==> src/rtl/xbs_pkg.sv <==
// Package: register map, field layout and signal order of the crossbar peripheral select
package xbs_pkg;
	localparam logic [7:0] SFR_PAGE = 8'h0f;
	localparam logic [7:0] SELA_ADDR = 8'he1;
	localparam logic [7:0] SELB_ADDR = 8'he2;
	localparam logic [7:0] SELA_RESET = 8'h00;
	localparam logic [7:0] SELB_RESET = 8'h00;
	// crossbar_select_a fields
	localparam int A_CMP1_ASYNC = 7;
	localparam int A_CMP1 = 6;
	localparam int A_CMP0_ASYNC = 5;
	localparam int A_CMP0 = 4;
	localparam int A_TWOWIRE = 3;
	localparam int A_SPI = 2;
	localparam int A_CAN = 1;
	localparam int A_UART = 0;
	// crossbar_select_b fields
	localparam int B_TIMER1 = 7;
	localparam int B_TIMER0 = 6;
	localparam int B_ECI = 5;
	localparam int B_LINES_HI = 4;
	localparam int B_LINES_LO = 2;
	localparam int B_SYSCLK = 1;
	localparam logic [2:0] LINES_RSVD = 3'h7;
	// Assignable signals, listed in priority order
	localparam int S_SPI_SCK = 0;
	localparam int S_SPI_MISO = 1;
	localparam int S_SPI_MOSI = 2;
	localparam int S_SPI_NSS = 3;
	localparam int S_TW_SDA = 4;
	localparam int S_TW_SCL = 5;
	localparam int S_CMP0 = 6;
	localparam int S_CMP0_ASYNC = 7;
	localparam int S_CMP1 = 8;
	localparam int S_CMP1_ASYNC = 9;
	localparam int S_SYSCLK = 10;
	localparam int S_LINE0 = 11;
	localparam int S_ECI = 17;
	localparam int S_TIMER0 = 18;
	localparam int S_TIMER1 = 19;
	localparam int NSIG = 20;
	localparam int SIG_IW = 5;
	localparam int NLINES = 6;
	// Fixed pin positions on port 0
	localparam int PIN_UART_TX = 4;
	localparam int PIN_UART_RX = 5;
	localparam int PIN_CAN_TX = 6;
	localparam int PIN_CAN_RX = 7;
endpackage : xbs_pkg

==> src/rtl/xbs_prio_dec.sv <==
// Priority decoder: hands requested signals to free pins in order
`timescale 1ns/100ps
module xbs_prio_dec #(
	parameter int NSIG = 20,
	parameter int NPINS = 8,
	parameter int IW = 5
) (
	input wire logic [NSIG-1:0] req,
	input wire logic [NPINS-1:0] blocked,
	output logic [NPINS*IW-1:0] pin_sel,
	output logic [NPINS-1:0] pin_hit
);
	always_comb
	begin
		int cur;
		int sel;
		logic found;
		cur = 0;
		sel = 0;
		found = 1'b0;
		pin_sel = '0;
		pin_hit = '0;
		for (int p = 0; p < NPINS; p++)
		begin
			// Skipped or fixed pins are passed over; free pins left without a signal stay GPIO
			if (!blocked[p])
			begin
				found = 1'b0;
				sel = 0;
				for (int s = 0; s < NSIG; s++)
				begin
					if (!found && s >= cur && req[s])
					begin
						found = 1'b1;
						sel = s;
					end
				end
				if (found)
				begin
					pin_hit[p] = 1'b1;
					pin_sel[p*IW +: IW] = IW'(sel);
					cur = sel + 1;
				end
			end
		end
	end
endmodule : xbs_prio_dec

==> src/rtl/xbs_crossbar_sel.sv <==
// Crossbar peripheral select: select registers, pin assignment and pin muxing
//
// Function
// - Select A bit 7 routes async comparator one
// - Select A bit 6 routes comparator one
// - Select A bit 5 routes async comparator zero
// - Select A bit 4 routes comparator zero
// - Select A bit 3 routes both two-wire lines
// - Select A bit 2 routes SPI, three/four pins
// - Select A bit 1 fixes CAN on P0.6/P0.7
// - Select A bit 0 fixes UART on P0.4/P0.5
// - Select B bit 7 routes timer one input
// - Select B bit 6 routes timer zero input
// - Select B bit 5 routes counter clock input
// - Bits 4:2 route lines 0..n-1; 111 reserved
// - Select B bit 1 outputs inverted system clock
// - Crossbar disabled keeps all pins inputs
// - UART and CAN pairs always take both pins; two-wire can get only SDA
// - GPIO pins are all pins not owned by a peripheral, skipped pins included
`timescale 1ns/100ps
module xbs_crossbar_sel #(
	parameter int NPINS = 8
) (
	input wire logic clk,
	input wire logic rst,
	input wire logic [7:0] sfr_addr,
	input wire logic [7:0] sfr_page,
	input wire logic sfr_wr,
	input wire logic [7:0] sfr_wdata,
	output logic [7:0] sfr_rdata,
	input wire logic crossbar_global_enable,
	input wire logic [NPINS-1:0] pin_skip,
	input wire logic spi_nss_used,
	input wire logic [xbs_pkg::NSIG-1:0] sig_out,
	input wire logic [xbs_pkg::NSIG-1:0] sig_oe,
	output logic [xbs_pkg::NSIG-1:0] sig_in,
	input wire logic uart_tx,
	output logic uart_rx,
	input wire logic can_tx,
	output logic can_rx,
	input wire logic [NPINS-1:0] gpio_out,
	input wire logic [NPINS-1:0] gpio_oe,
	output logic [NPINS-1:0] gpio_in,
	input wire logic [NPINS-1:0] pin_in,
	output logic [NPINS-1:0] pin_out,
	output logic [NPINS-1:0] pin_oe,
	output logic [NPINS-1:0] pin_is_periph
);
	localparam int IW = xbs_pkg::SIG_IW;
	logic [7:0] sel_a_r;
	logic [7:0] sel_b_r;
	logic [NPINS-1:0] pin_meta_r;
	logic [NPINS-1:0] pin_sync_r;
	logic [xbs_pkg::NSIG-1:0] req;
	logic [NPINS-1:0] fixed_claim;
	logic [NPINS-1:0] blocked;
	logic [NPINS*IW-1:0] dec_sel;
	logic [NPINS-1:0] dec_hit;
	logic [NPINS*IW-1:0] map_sel_r;
	logic [NPINS-1:0] map_hit_r;
	logic [NPINS-1:0] fixed_r;
	logic [2:0] lines;
	logic sysclk_inv;
	logic sfr_hit_a;
	logic sfr_hit_b;

	function automatic logic is_twowire(input int s);
		return s == xbs_pkg::S_TW_SDA || s == xbs_pkg::S_TW_SCL;
	endfunction : is_twowire

	assign sfr_hit_a = sfr_page == xbs_pkg::SFR_PAGE && sfr_addr == xbs_pkg::SELA_ADDR;
	assign sfr_hit_b = sfr_page == xbs_pkg::SFR_PAGE && sfr_addr == xbs_pkg::SELB_ADDR;

	// Select register A
	always_ff @(posedge clk)
	begin
		if (rst)
			sel_a_r <= xbs_pkg::SELA_RESET;
		else if (sfr_wr && sfr_hit_a)
			sel_a_r <= sfr_wdata;
	end

	// Select register B; bit 0 is stored as written
	always_ff @(posedge clk)
	begin
		if (rst)
			sel_b_r <= xbs_pkg::SELB_RESET;
		else if (sfr_wr && sfr_hit_b)
			sel_b_r <= sfr_wdata;
	end

	always_comb
	begin
		if (sfr_hit_a)
			sfr_rdata = sel_a_r;
		else if (sfr_hit_b)
			sfr_rdata = sel_b_r;
		else
			sfr_rdata = 8'h00;
	end

	// Pin inputs pass two flops before any use
	always_ff @(posedge clk)
	begin
		if (rst)
		begin
			pin_meta_r <= '0;
			pin_sync_r <= '0;
		end
		else
		begin
			pin_meta_r <= pin_in;
			pin_sync_r <= pin_meta_r;
		end
	end

	assign lines = sel_b_r[xbs_pkg::B_LINES_HI:xbs_pkg::B_LINES_LO];

	always_comb
	begin
		req = '0;
		req[xbs_pkg::S_SPI_SCK] = sel_a_r[xbs_pkg::A_SPI];
		req[xbs_pkg::S_SPI_MISO] = sel_a_r[xbs_pkg::A_SPI];
		req[xbs_pkg::S_SPI_MOSI] = sel_a_r[xbs_pkg::A_SPI];
		req[xbs_pkg::S_SPI_NSS] = sel_a_r[xbs_pkg::A_SPI] & spi_nss_used;
		req[xbs_pkg::S_TW_SDA] = sel_a_r[xbs_pkg::A_TWOWIRE];
		req[xbs_pkg::S_TW_SCL] = sel_a_r[xbs_pkg::A_TWOWIRE];
		req[xbs_pkg::S_CMP0] = sel_a_r[xbs_pkg::A_CMP0];
		req[xbs_pkg::S_CMP0_ASYNC] = sel_a_r[xbs_pkg::A_CMP0_ASYNC];
		req[xbs_pkg::S_CMP1] = sel_a_r[xbs_pkg::A_CMP1];
		req[xbs_pkg::S_CMP1_ASYNC] = sel_a_r[xbs_pkg::A_CMP1_ASYNC];
		req[xbs_pkg::S_SYSCLK] = sel_b_r[xbs_pkg::B_SYSCLK];
		for (int k = 0; k < xbs_pkg::NLINES; k++)
			req[xbs_pkg::S_LINE0 + k] = lines != xbs_pkg::LINES_RSVD && k < int'(lines);
		req[xbs_pkg::S_ECI] = sel_b_r[xbs_pkg::B_ECI];
		req[xbs_pkg::S_TIMER0] = sel_b_r[xbs_pkg::B_TIMER0];
		req[xbs_pkg::S_TIMER1] = sel_b_r[xbs_pkg::B_TIMER1];
	end

	always_comb
	begin
		fixed_claim = '0;
		fixed_claim[xbs_pkg::PIN_UART_TX] = sel_a_r[xbs_pkg::A_UART];
		fixed_claim[xbs_pkg::PIN_UART_RX] = sel_a_r[xbs_pkg::A_UART];
		fixed_claim[xbs_pkg::PIN_CAN_TX] = sel_a_r[xbs_pkg::A_CAN];
		fixed_claim[xbs_pkg::PIN_CAN_RX] = sel_a_r[xbs_pkg::A_CAN];
	end

	assign blocked = pin_skip | fixed_claim;

	xbs_prio_dec #(
		.NSIG(xbs_pkg::NSIG),
		.NPINS(NPINS),
		.IW(IW)
	) u_dec (
		.req(req),
		.blocked(blocked),
		.pin_sel(dec_sel),
		.pin_hit(dec_hit)
	);

	// Assignment is registered; with crossbar off nothing is assigned
	always_ff @(posedge clk)
	begin
		if (rst)
		begin
			map_sel_r <= '0;
			map_hit_r <= '0;
			fixed_r <= '0;
		end
		else
		begin
			map_sel_r <= dec_sel;
			map_hit_r <= crossbar_global_enable ? (dec_hit | fixed_claim) : '0;
			// Fixed claims move with the map so a pin never mixes old and new owners
			fixed_r <= crossbar_global_enable ? fixed_claim : '0;
		end
	end

	assign pin_is_periph = map_hit_r;
	assign sysclk_inv = ~clk;

	// Pin drive: peripheral mux, else the pin's own GPIO bit; all off when disabled
	always_comb
	begin
		logic [IW-1:0] s;
		s = '0;
		pin_out = '0;
		pin_oe = '0;
		for (int p = 0; p < NPINS; p++)
		begin
			s = map_sel_r[p*IW +: IW];
			if (!crossbar_global_enable)
			begin
				pin_out[p] = 1'b0;
				pin_oe[p] = 1'b0;
			end
			else if (map_hit_r[p] && fixed_r[p])
			begin
				pin_out[p] = (p == xbs_pkg::PIN_UART_TX) ? uart_tx : can_tx;
				pin_oe[p] = (p == xbs_pkg::PIN_UART_TX || p == xbs_pkg::PIN_CAN_TX);
			end
			else if (map_hit_r[p])
			begin
				if (int'(s) == xbs_pkg::S_SYSCLK)
				begin
					pin_out[p] = sysclk_inv;
					pin_oe[p] = 1'b1;
				end
				else if (is_twowire(int'(s)))
				begin
					// Two-wire lines are open-drain: drive low only
					pin_out[p] = 1'b0;
					pin_oe[p] = sig_oe[s] & ~sig_out[s];
				end
				else
				begin
					pin_out[p] = sig_out[s];
					pin_oe[p] = sig_oe[s];
				end
			end
			else
			begin
				pin_out[p] = gpio_out[p];
				pin_oe[p] = gpio_oe[p];
			end
		end
	end

	// Inputs back to peripherals from their assigned pins
	always_comb
	begin
		sig_in = '0;
		uart_rx = 1'b1;
		can_rx = 1'b1;
		gpio_in = pin_sync_r;
		for (int p = 0; p < NPINS; p++)
		begin
			if (map_hit_r[p] && !fixed_r[p])
				sig_in[map_sel_r[p*IW +: IW]] = pin_sync_r[p];
		end
		if (map_hit_r[xbs_pkg::PIN_UART_RX] && fixed_r[xbs_pkg::PIN_UART_RX])
			uart_rx = pin_sync_r[xbs_pkg::PIN_UART_RX];
		if (map_hit_r[xbs_pkg::PIN_CAN_RX] && fixed_r[xbs_pkg::PIN_CAN_RX])
			can_rx = pin_sync_r[xbs_pkg::PIN_CAN_RX];
	end
endmodule : xbs_crossbar_sel

==> config.mk <==
export PLATFORM = sky130hd
export DESIGN_NAME = xbs_crossbar_sel
export DESIGN_NICKNAME = d
export VERILOG_FILES = /design/src/rtl/xbs_pkg.sv /design/src/rtl/xbs_prio_dec.sv /design/src/rtl/xbs_crossbar_sel.sv
export SDC_FILE = /design/constraint.sdc
export NUM_CORES = 1
export LEC_CHECK = 0
export ABC_AREA = 1
export BUFFER_PORTS_ARGS = -buffer_cell sky130_fd_sc_hd__buf_2
export CAP_MARGIN = 40
export CORE_ASPECT_RATIO = 2
export CORE_MARGIN = 1.5
export CORE_UTILIZATION = 60
export DETAILED_ROUTE_END_ITERATION = 16
export PLACE_DENSITY = 0.8
export SYNTH_ARGS = -nofsm -noshare
export SYNTH_HDL_FRONTEND = slang
export SYNTH_SLANG_ARGS = --single-unit
export TNS_END_PERCENT = 30
==> constraint.sdc <==
create_clock -name clk -period 18.5 [get_ports clk]
set_input_delay 0 -clock clk [delete_from_list [all_inputs] [get_ports clk]]
set_output_delay 0 -clock clk [all_outputs]
set_load 0.02 [all_outputs]
==> results of run 1 <==
## metal layers
| metal | GRT usage (%) | overflow |
|---|---|---|
| met5 | 9.45 | 0 |
| met4 | 76.8 | 10 |
| met3 | 45.9 | 0 |
| met2 | 91.3 | 8 |
| met1 | 65.1 | 0 |
## cells by family after synthesis
logic type               count (synthesis)  share of synthesized area (%)
flip-flops                              82                           12.6
buffers and inverters                  438                           13.4
AO/OA/AOI/OAI                          611                           31.3
AND/OR/NAND/NOR                       1129                           41.8
adder cells (fa/ha/maj)                  7                          0.674
XOR/XNOR                                 2                          0.135
## stage by stage
step / setup slack (ns) / TNS [ns]
floorplan: 2.96 / 0
global placement: 0.952 / 0
detailed placement: -0.234 / -0.948
CTS: 0.0539 / 0
## repair_timing
item | in CTS
endpoints found under the setup margin | 6
hold buffers | 23
gates resized for setup | 5
endpoints found under the hold margin | 48
==> flow_summary.html, run 1 <==
<table>
<tr><th>Metric</th><th>Value</th></tr>
<tr><th colspan="2">Placed design</th></tr>
<tr><td>DP Cell Count</td><td>2669</td></tr>
<tr><td>Routability Congestion</td><td>1.24</td></tr>
<tr><td>Cell area reported after detailed placement</td><td>14000 um2</td></tr>
<tr><td>Count of port buffers added during placement</td><td>164</td></tr>
<tr><td>HPWL after detailed placement</td><td>49.3 mm</td></tr>
<tr><th colspan="2">Floorplan</th></tr>
<tr><td>Top-Level Pins</td><td>165</td></tr>
<tr><td>Chip Height</td><td>211 um</td></tr>
<tr><td>Initial Utilization</td><td>60.7%</td></tr>
<tr><td>Die W</td><td>107 um</td></tr>
<tr><td>Std cell rows</td><td>76</td></tr>
<tr><th colspan="2">Timing</th></tr>
<tr><td>Worst_ep kind</td><td>register input</td></tr>
<tr><td>Worst EP post-GRT repair</td><td>map_sel_r[36]$_SDFF_PP0_/D</td></tr>
<tr><th colspan="2">Synth</th></tr>
<tr><td>Top cell type's share of synthesized area</td><td>12.6%</td></tr>
<tr><td>Primary FF master, synth</td><td>dfxtp_1</td></tr>
<tr><td>Post-synthesis cell area</td><td>13000 um2</td></tr>
<tr><td>Leading area contributor after synthesis</td><td>dfxtp_1</td></tr>
<tr><td>Largest cells by area after synthesis</td><td>dfxtp_1, nand2_1, inv_1</td></tr>
<tr><td>Number of instances in the synthesized netlist</td><td>2269</td></tr>
<tr><td>Flops &amp; latches, synth</td><td>82</td></tr>
<tr><td>Most repeated cell in the gate-level netlist after synthesis</td><td>nand2_1</td></tr>
<tr><td>Synthesis warning total</td><td>0</td></tr>
<tr><td>Synthesized Nets</td><td>2379</td></tr>
<tr><td>Async SR Flop Fraction</td><td>0%</td></tr>
<tr><td>Leading cell types by count after synthesis</td><td>nand2_1, inv_1, nor2_1</td></tr>
<tr><td>Count of flip-flops with a built-in enable after synthesis</td><td>0</td></tr>
<tr><td>Syn Area/Cell</td><td>5.72 um2</td></tr>
<tr><td>Post-synthesis sequential area ratio</td><td>12.6%</td></tr>
<tr><td>Distinct cell type count of the synthesized netlist</td><td>84</td></tr>
<tr><th colspan="2">Run status</th></tr>
<tr><td>Status</td><td>aborted with a tool error</td></tr>
<tr><td>Run-stopping error</td><td>[ERROR GRT-0232] Routing congestion too high. Check the congestion heatmap in the GUI.</td></tr>
<tr><td>Stage where the flow stopped</td><td>global routing (5_1_grt)</td></tr>
<tr><th colspan="2">Global route</th></tr>
<tr><td>Total global routing track utilization</td><td>68.8%</td></tr>
<tr><td>Final global-route overflow total</td><td>18</td></tr>
<tr><td>Pin count of the biggest net entering global routing</td><td>41</td></tr>
<tr><th colspan="2">Clock network</th></tr>
<tr><td># Post-CTS Setup Buffers</td><td>0</td></tr>
</table>
==> run 2, diff against run 1 <==
Settings changed: CORE_ASPECT_RATIO 2 to default, CORE_UTILIZATION 60 to 40, PLACE_DENSITY 0.8 to default, PLACE_DENSITY_LB_ADDON from default to 0.15.
==> flow_summary.html, run 2 <==
<table>
<tr><th>Metric</th><th>Value</th></tr>
<tr><th colspan="2">Floorplan</th></tr>
<tr><td>Total core area</td><td>31800 um2</td></tr>
<tr><td>Top-Level Pins</td><td>165 (unchanged)</td></tr>
<tr><td>Die Footprint</td><td>33600 um2</td></tr>
<tr><td>Chip Height</td><td>183 um (-13%)</td></tr>
<tr><td>Die W</td><td>183 um (+71%)</td></tr>
<tr><td>Std cell rows</td><td>65 (-14%)</td></tr>
<tr><td>Initial Utilization</td><td>40.8% (-20 points)</td></tr>
<tr><th colspan="2">Timing</th></tr>
<tr><td>Final cycle utilization of the critical path</td><td>95.2%</td></tr>
<tr><td>Pin slew with the least headroom to its limit</td><td>0.987 ns</td></tr>
<tr><td>Final-report hold violation count</td><td>0</td></tr>
<tr><td>Slew Viols, Final</td><td>0</td></tr>
<tr><td>Maximum clock skew at final layout</td><td>0.00832 ns</td></tr>
<tr><td>Time the worst path needs with I/O delays and setup</td><td>17.61 ns</td></tr>
<tr><td>Setup violators final</td><td>0</td></tr>
<tr><td>Final-layout worst hold slack</td><td>0.0366 ns</td></tr>
<tr><td>Setup slack after layout</td><td>0.892 ns</td></tr>
<tr><td>Aggregate negative setup slack</td><td>0 ns</td></tr>
<tr><td>Peak Freq</td><td>0.0568 GHz</td></tr>
<tr><td>Max-slew headroom at the worst pin</td><td>33.7%</td></tr>
<tr><th colspan="2">Critical path</th></tr>
<tr><td>Buffering stage count on the worst path with inverters included</td><td>12</td></tr>
<tr><td>Category of the worst setup path capture point</td><td>flip-flop</td></tr>
<tr><td>Kind of launch point of the worst setup path</td><td>flip-flop</td></tr>
<tr><td>Highest net fanout along the worst path</td><td>7</td></tr>
<tr><td>Most common cell on crit path</td><td>nor2_4</td></tr>
<tr><td>Stage delay of the slowest cell on the critical path</td><td>0.40 ns</td></tr>
<tr><td>Critical Setup Path Class</td><td>reg2reg</td></tr>
<tr><td>Category of cells accounting for the largest share of critical-path delay</td><td>simple AND/OR/NAND/NOR gates</td></tr>
<tr><td>CP required</td><td>18.91 ns</td></tr>
<tr><td>Slowest library cell on the worst path</td><td>dfxtp_4</td></tr>
<tr><td>Arrival time at the worst endpoint</td><td>18.02 ns</td></tr>
<tr><th colspan="2">Run status</th></tr>
<tr><td>Status</td><td>completed</td></tr>
<tr><th colspan="2">Synth</th></tr>
<tr><td>Number of instances in the synthesized netlist</td><td>2269 (unchanged)</td></tr>
<tr><td>Post-synthesis cell area</td><td>13000 um2 (unchanged)</td></tr>
<tr><td>Largest cells by area after synthesis</td><td>dfxtp_1, nand2_1, inv_1</td></tr>
<tr><td>Count of flip-flops with a built-in enable after synthesis</td><td>0 (unchanged)</td></tr>
<tr><td>Most repeated cell in the gate-level netlist after synthesis</td><td>nand2_1</td></tr>
<tr><td>Syn Area/Cell</td><td>5.72 um2 (unchanged)</td></tr>
<tr><td>Leading cell types by count after synthesis</td><td>nand2_1, inv_1, nor2_1</td></tr>
<tr><td>Synthesis warning total</td><td>0 (unchanged)</td></tr>
<tr><td>Primary FF master, synth</td><td>dfxtp_1</td></tr>
<tr><td>Distinct cell type count of the synthesized netlist</td><td>84 (unchanged)</td></tr>
<tr><td>Async SR Flop Fraction</td><td>0% (unchanged)</td></tr>
<tr><td>Post-synthesis sequential area ratio</td><td>12.6% (unchanged)</td></tr>
<tr><td>Leading area contributor after synthesis</td><td>dfxtp_1</td></tr>
<tr><td>Top cell type's share of synthesized area</td><td>12.6% (unchanged)</td></tr>
<tr><td>Synthesized Nets</td><td>2379 (unchanged)</td></tr>
<tr><td>Flops &amp; latches, synth</td><td>82 (unchanged)</td></tr>
<tr><th colspan="2">Job</th></tr>
<tr><td>Number of maximum-capacitance constraint violations</td><td>0</td></tr>
<tr><th colspan="2">Placed design</th></tr>
<tr><td>Count of port buffers added during placement</td><td>164 (unchanged)</td></tr>
<tr><td>DP Cell Count</td><td>2847 (+6.7%)</td></tr>
<tr><td>Routability Congestion</td><td>1.02 (-18%)</td></tr>
<tr><td>HPWL after detailed placement</td><td>49.6 mm (+0.57%)</td></tr>
<tr><td>Cell area reported after detailed placement</td><td>14300 um2 (+2.2%)</td></tr>
<tr><td>Worst slack, placed</td><td>0.268 ns (+0.502 ns)</td></tr>
<tr><th colspan="2">Global route</th></tr>
<tr><td>Pin count of the biggest net entering global routing</td><td>41</td></tr>
<tr><td>Final global-route overflow total</td><td>0</td></tr>
<tr><td>Total global routing track utilization</td><td>37.0%</td></tr>
<tr><td>Vias in the first global route</td><td>16.6k</td></tr>
<tr><td>Initial antenna violation count</td><td>0</td></tr>
<tr><td>Global-route wire length before repair</td><td>94.4 mm</td></tr>
<tr><th colspan="2">Route</th></tr>
<tr><td>Wire length after detailed routing</td><td>65.3 mm</td></tr>
<tr><td>Initial DRT Pass Iterations</td><td>7</td></tr>
<tr><td>Starting DRT DRC Count</td><td>1892</td></tr>
<tr><td>Post-route ant nets</td><td>0</td></tr>
<tr><td>Vias</td><td>18.3k</td></tr>
<tr><td>Post-DR wirelength/cell</td><td>22.0 um</td></tr>
<tr><td>Post-DR vias/cell</td><td>6.19</td></tr>
<tr><td>Drt drc</td><td>0</td></tr>
<tr><th colspan="2">Power and ir drop</th></tr>
<tr><td>Static leakage power</td><td>7.20 nW</td></tr>
<tr><td>IR Drop Worst-Case VDD</td><td>0.0453 mV</td></tr>
<tr><td>Areal power density over the cells</td><td>29.9 nW/um2</td></tr>
<tr><td>Overall power consumption</td><td>479 uW</td></tr>
<tr><th colspan="2">Finish</th></tr>
<tr><td>Post-layout util</td><td>50.4%</td></tr>
<tr><td>Post-layout instance count excluding filler cells</td><td>2963</td></tr>
<tr><td>Post-layout instance area</td><td>16000 um2</td></tr>
<tr><td># diodes</td><td>0</td></tr>
<tr><td>Most common cell after layout, fill and taps aside</td><td>nand2_1</td></tr>
<tr><td>Proportion of layout cells with a drive suffix above 1</td><td>22.0%</td></tr>
<tr><td>NumNets Final</td><td>2633</td></tr>
<tr><td>Max reg flops</td><td>40</td></tr>
<tr><td>Top register by number of flip-flops</td><td>map_sel_r</td></tr>
<tr><td>Area delta synth-&gt;final</td><td>23.4%</td></tr>
<tr><td>Highest-count cells in the layout ignoring fill and taps</td><td>nand2_1, inv_1, nor2_1</td></tr>
<tr><th colspan="2">Clock network</th></tr>
<tr><td>Skew-Pair Late Insertion Delay</td><td>0.48 ns</td></tr>
<tr><td>TritonCTS clock tree</td><td>yes</td></tr>
<tr><td>Clock slew at reported path FFs</td><td>0.07 ns</td></tr>
<tr><th colspan="2">Worst hold path</th></tr>
<tr><td>Class of the most critical hold timing path</td><td>in2reg</td></tr>
</table>
## run 2: final cells by class
class                           instances  area [um2]
Clock buffer                           23         383
Clock inverter                          5        37.5
Fill cell                            3363       15800
Inverter                              388        1510
Multi-Input combinational cell       1749       10100
Sequential cell                        82        1650
Tap cell                              435         544
Timing Repair Buffer                  281        1770
## run 2: logic make-up (layout without fill, tap and decap cells)
family,after synthesis,in the layout,synth area share (%)
AO/OA/AOI/OAI,611,611,31.3
flip-flops,82,82,12.6
adder cells (fa/ha/maj),7,7,0.674
XOR/XNOR,2,2,0.135
buffers and inverters,438,697,13.4
AND/OR/NAND/NOR,1129,1129,41.8
## run 2: report_power, final
part           internal (mW)  switching (mW)
registers              0.178         0.00265
clock network          0.134          0.0995
logic                 0.0219          0.0431
## run 2: worst register-to-register path: cells and delay by family, from the launching register on
family	cells	cell delay, ns
fa+ha+maj	7	1.53
simple gates	91	12.06
xor+xnor	2	0.36
flops	1	0.40
compound gates	12	2.08
buf+inv	12	1.13
## run 2: path summary, 6_finish.rpt
kind                                          to           from  slack, ns  cells after the start
worst max-delay path               map_sel_r[39]     sel_a_r[6]       0.89                    124
worst min-delay path            pin_is_periph[6]    pin_skip[6]       0.04                      4
worst max register to register     map_sel_r[39]     sel_a_r[6]       0.89                    124
worst min register to register        gpio_in[0]  pin_meta_r[0]       0.40                      2
## run 2: timing repair
item / in CTS / in global routing
setup endpoints to repair: 0 / 6
gates resized for setup: 0 / 129
hold endpoints to repair: 39 / 0
hold buffers: 21 / 0
setup buffers: 0 / 75
## run 2: routing by layer
metal / part of all wire, % / GRT usage, %
met1: 40 / 45.8
met3: 8.9 / 6.08
met4: 7.1 / 24.6
met2: 44 / 59.1
met5: 0 / 0
Power figures use the tool's default switching activity.
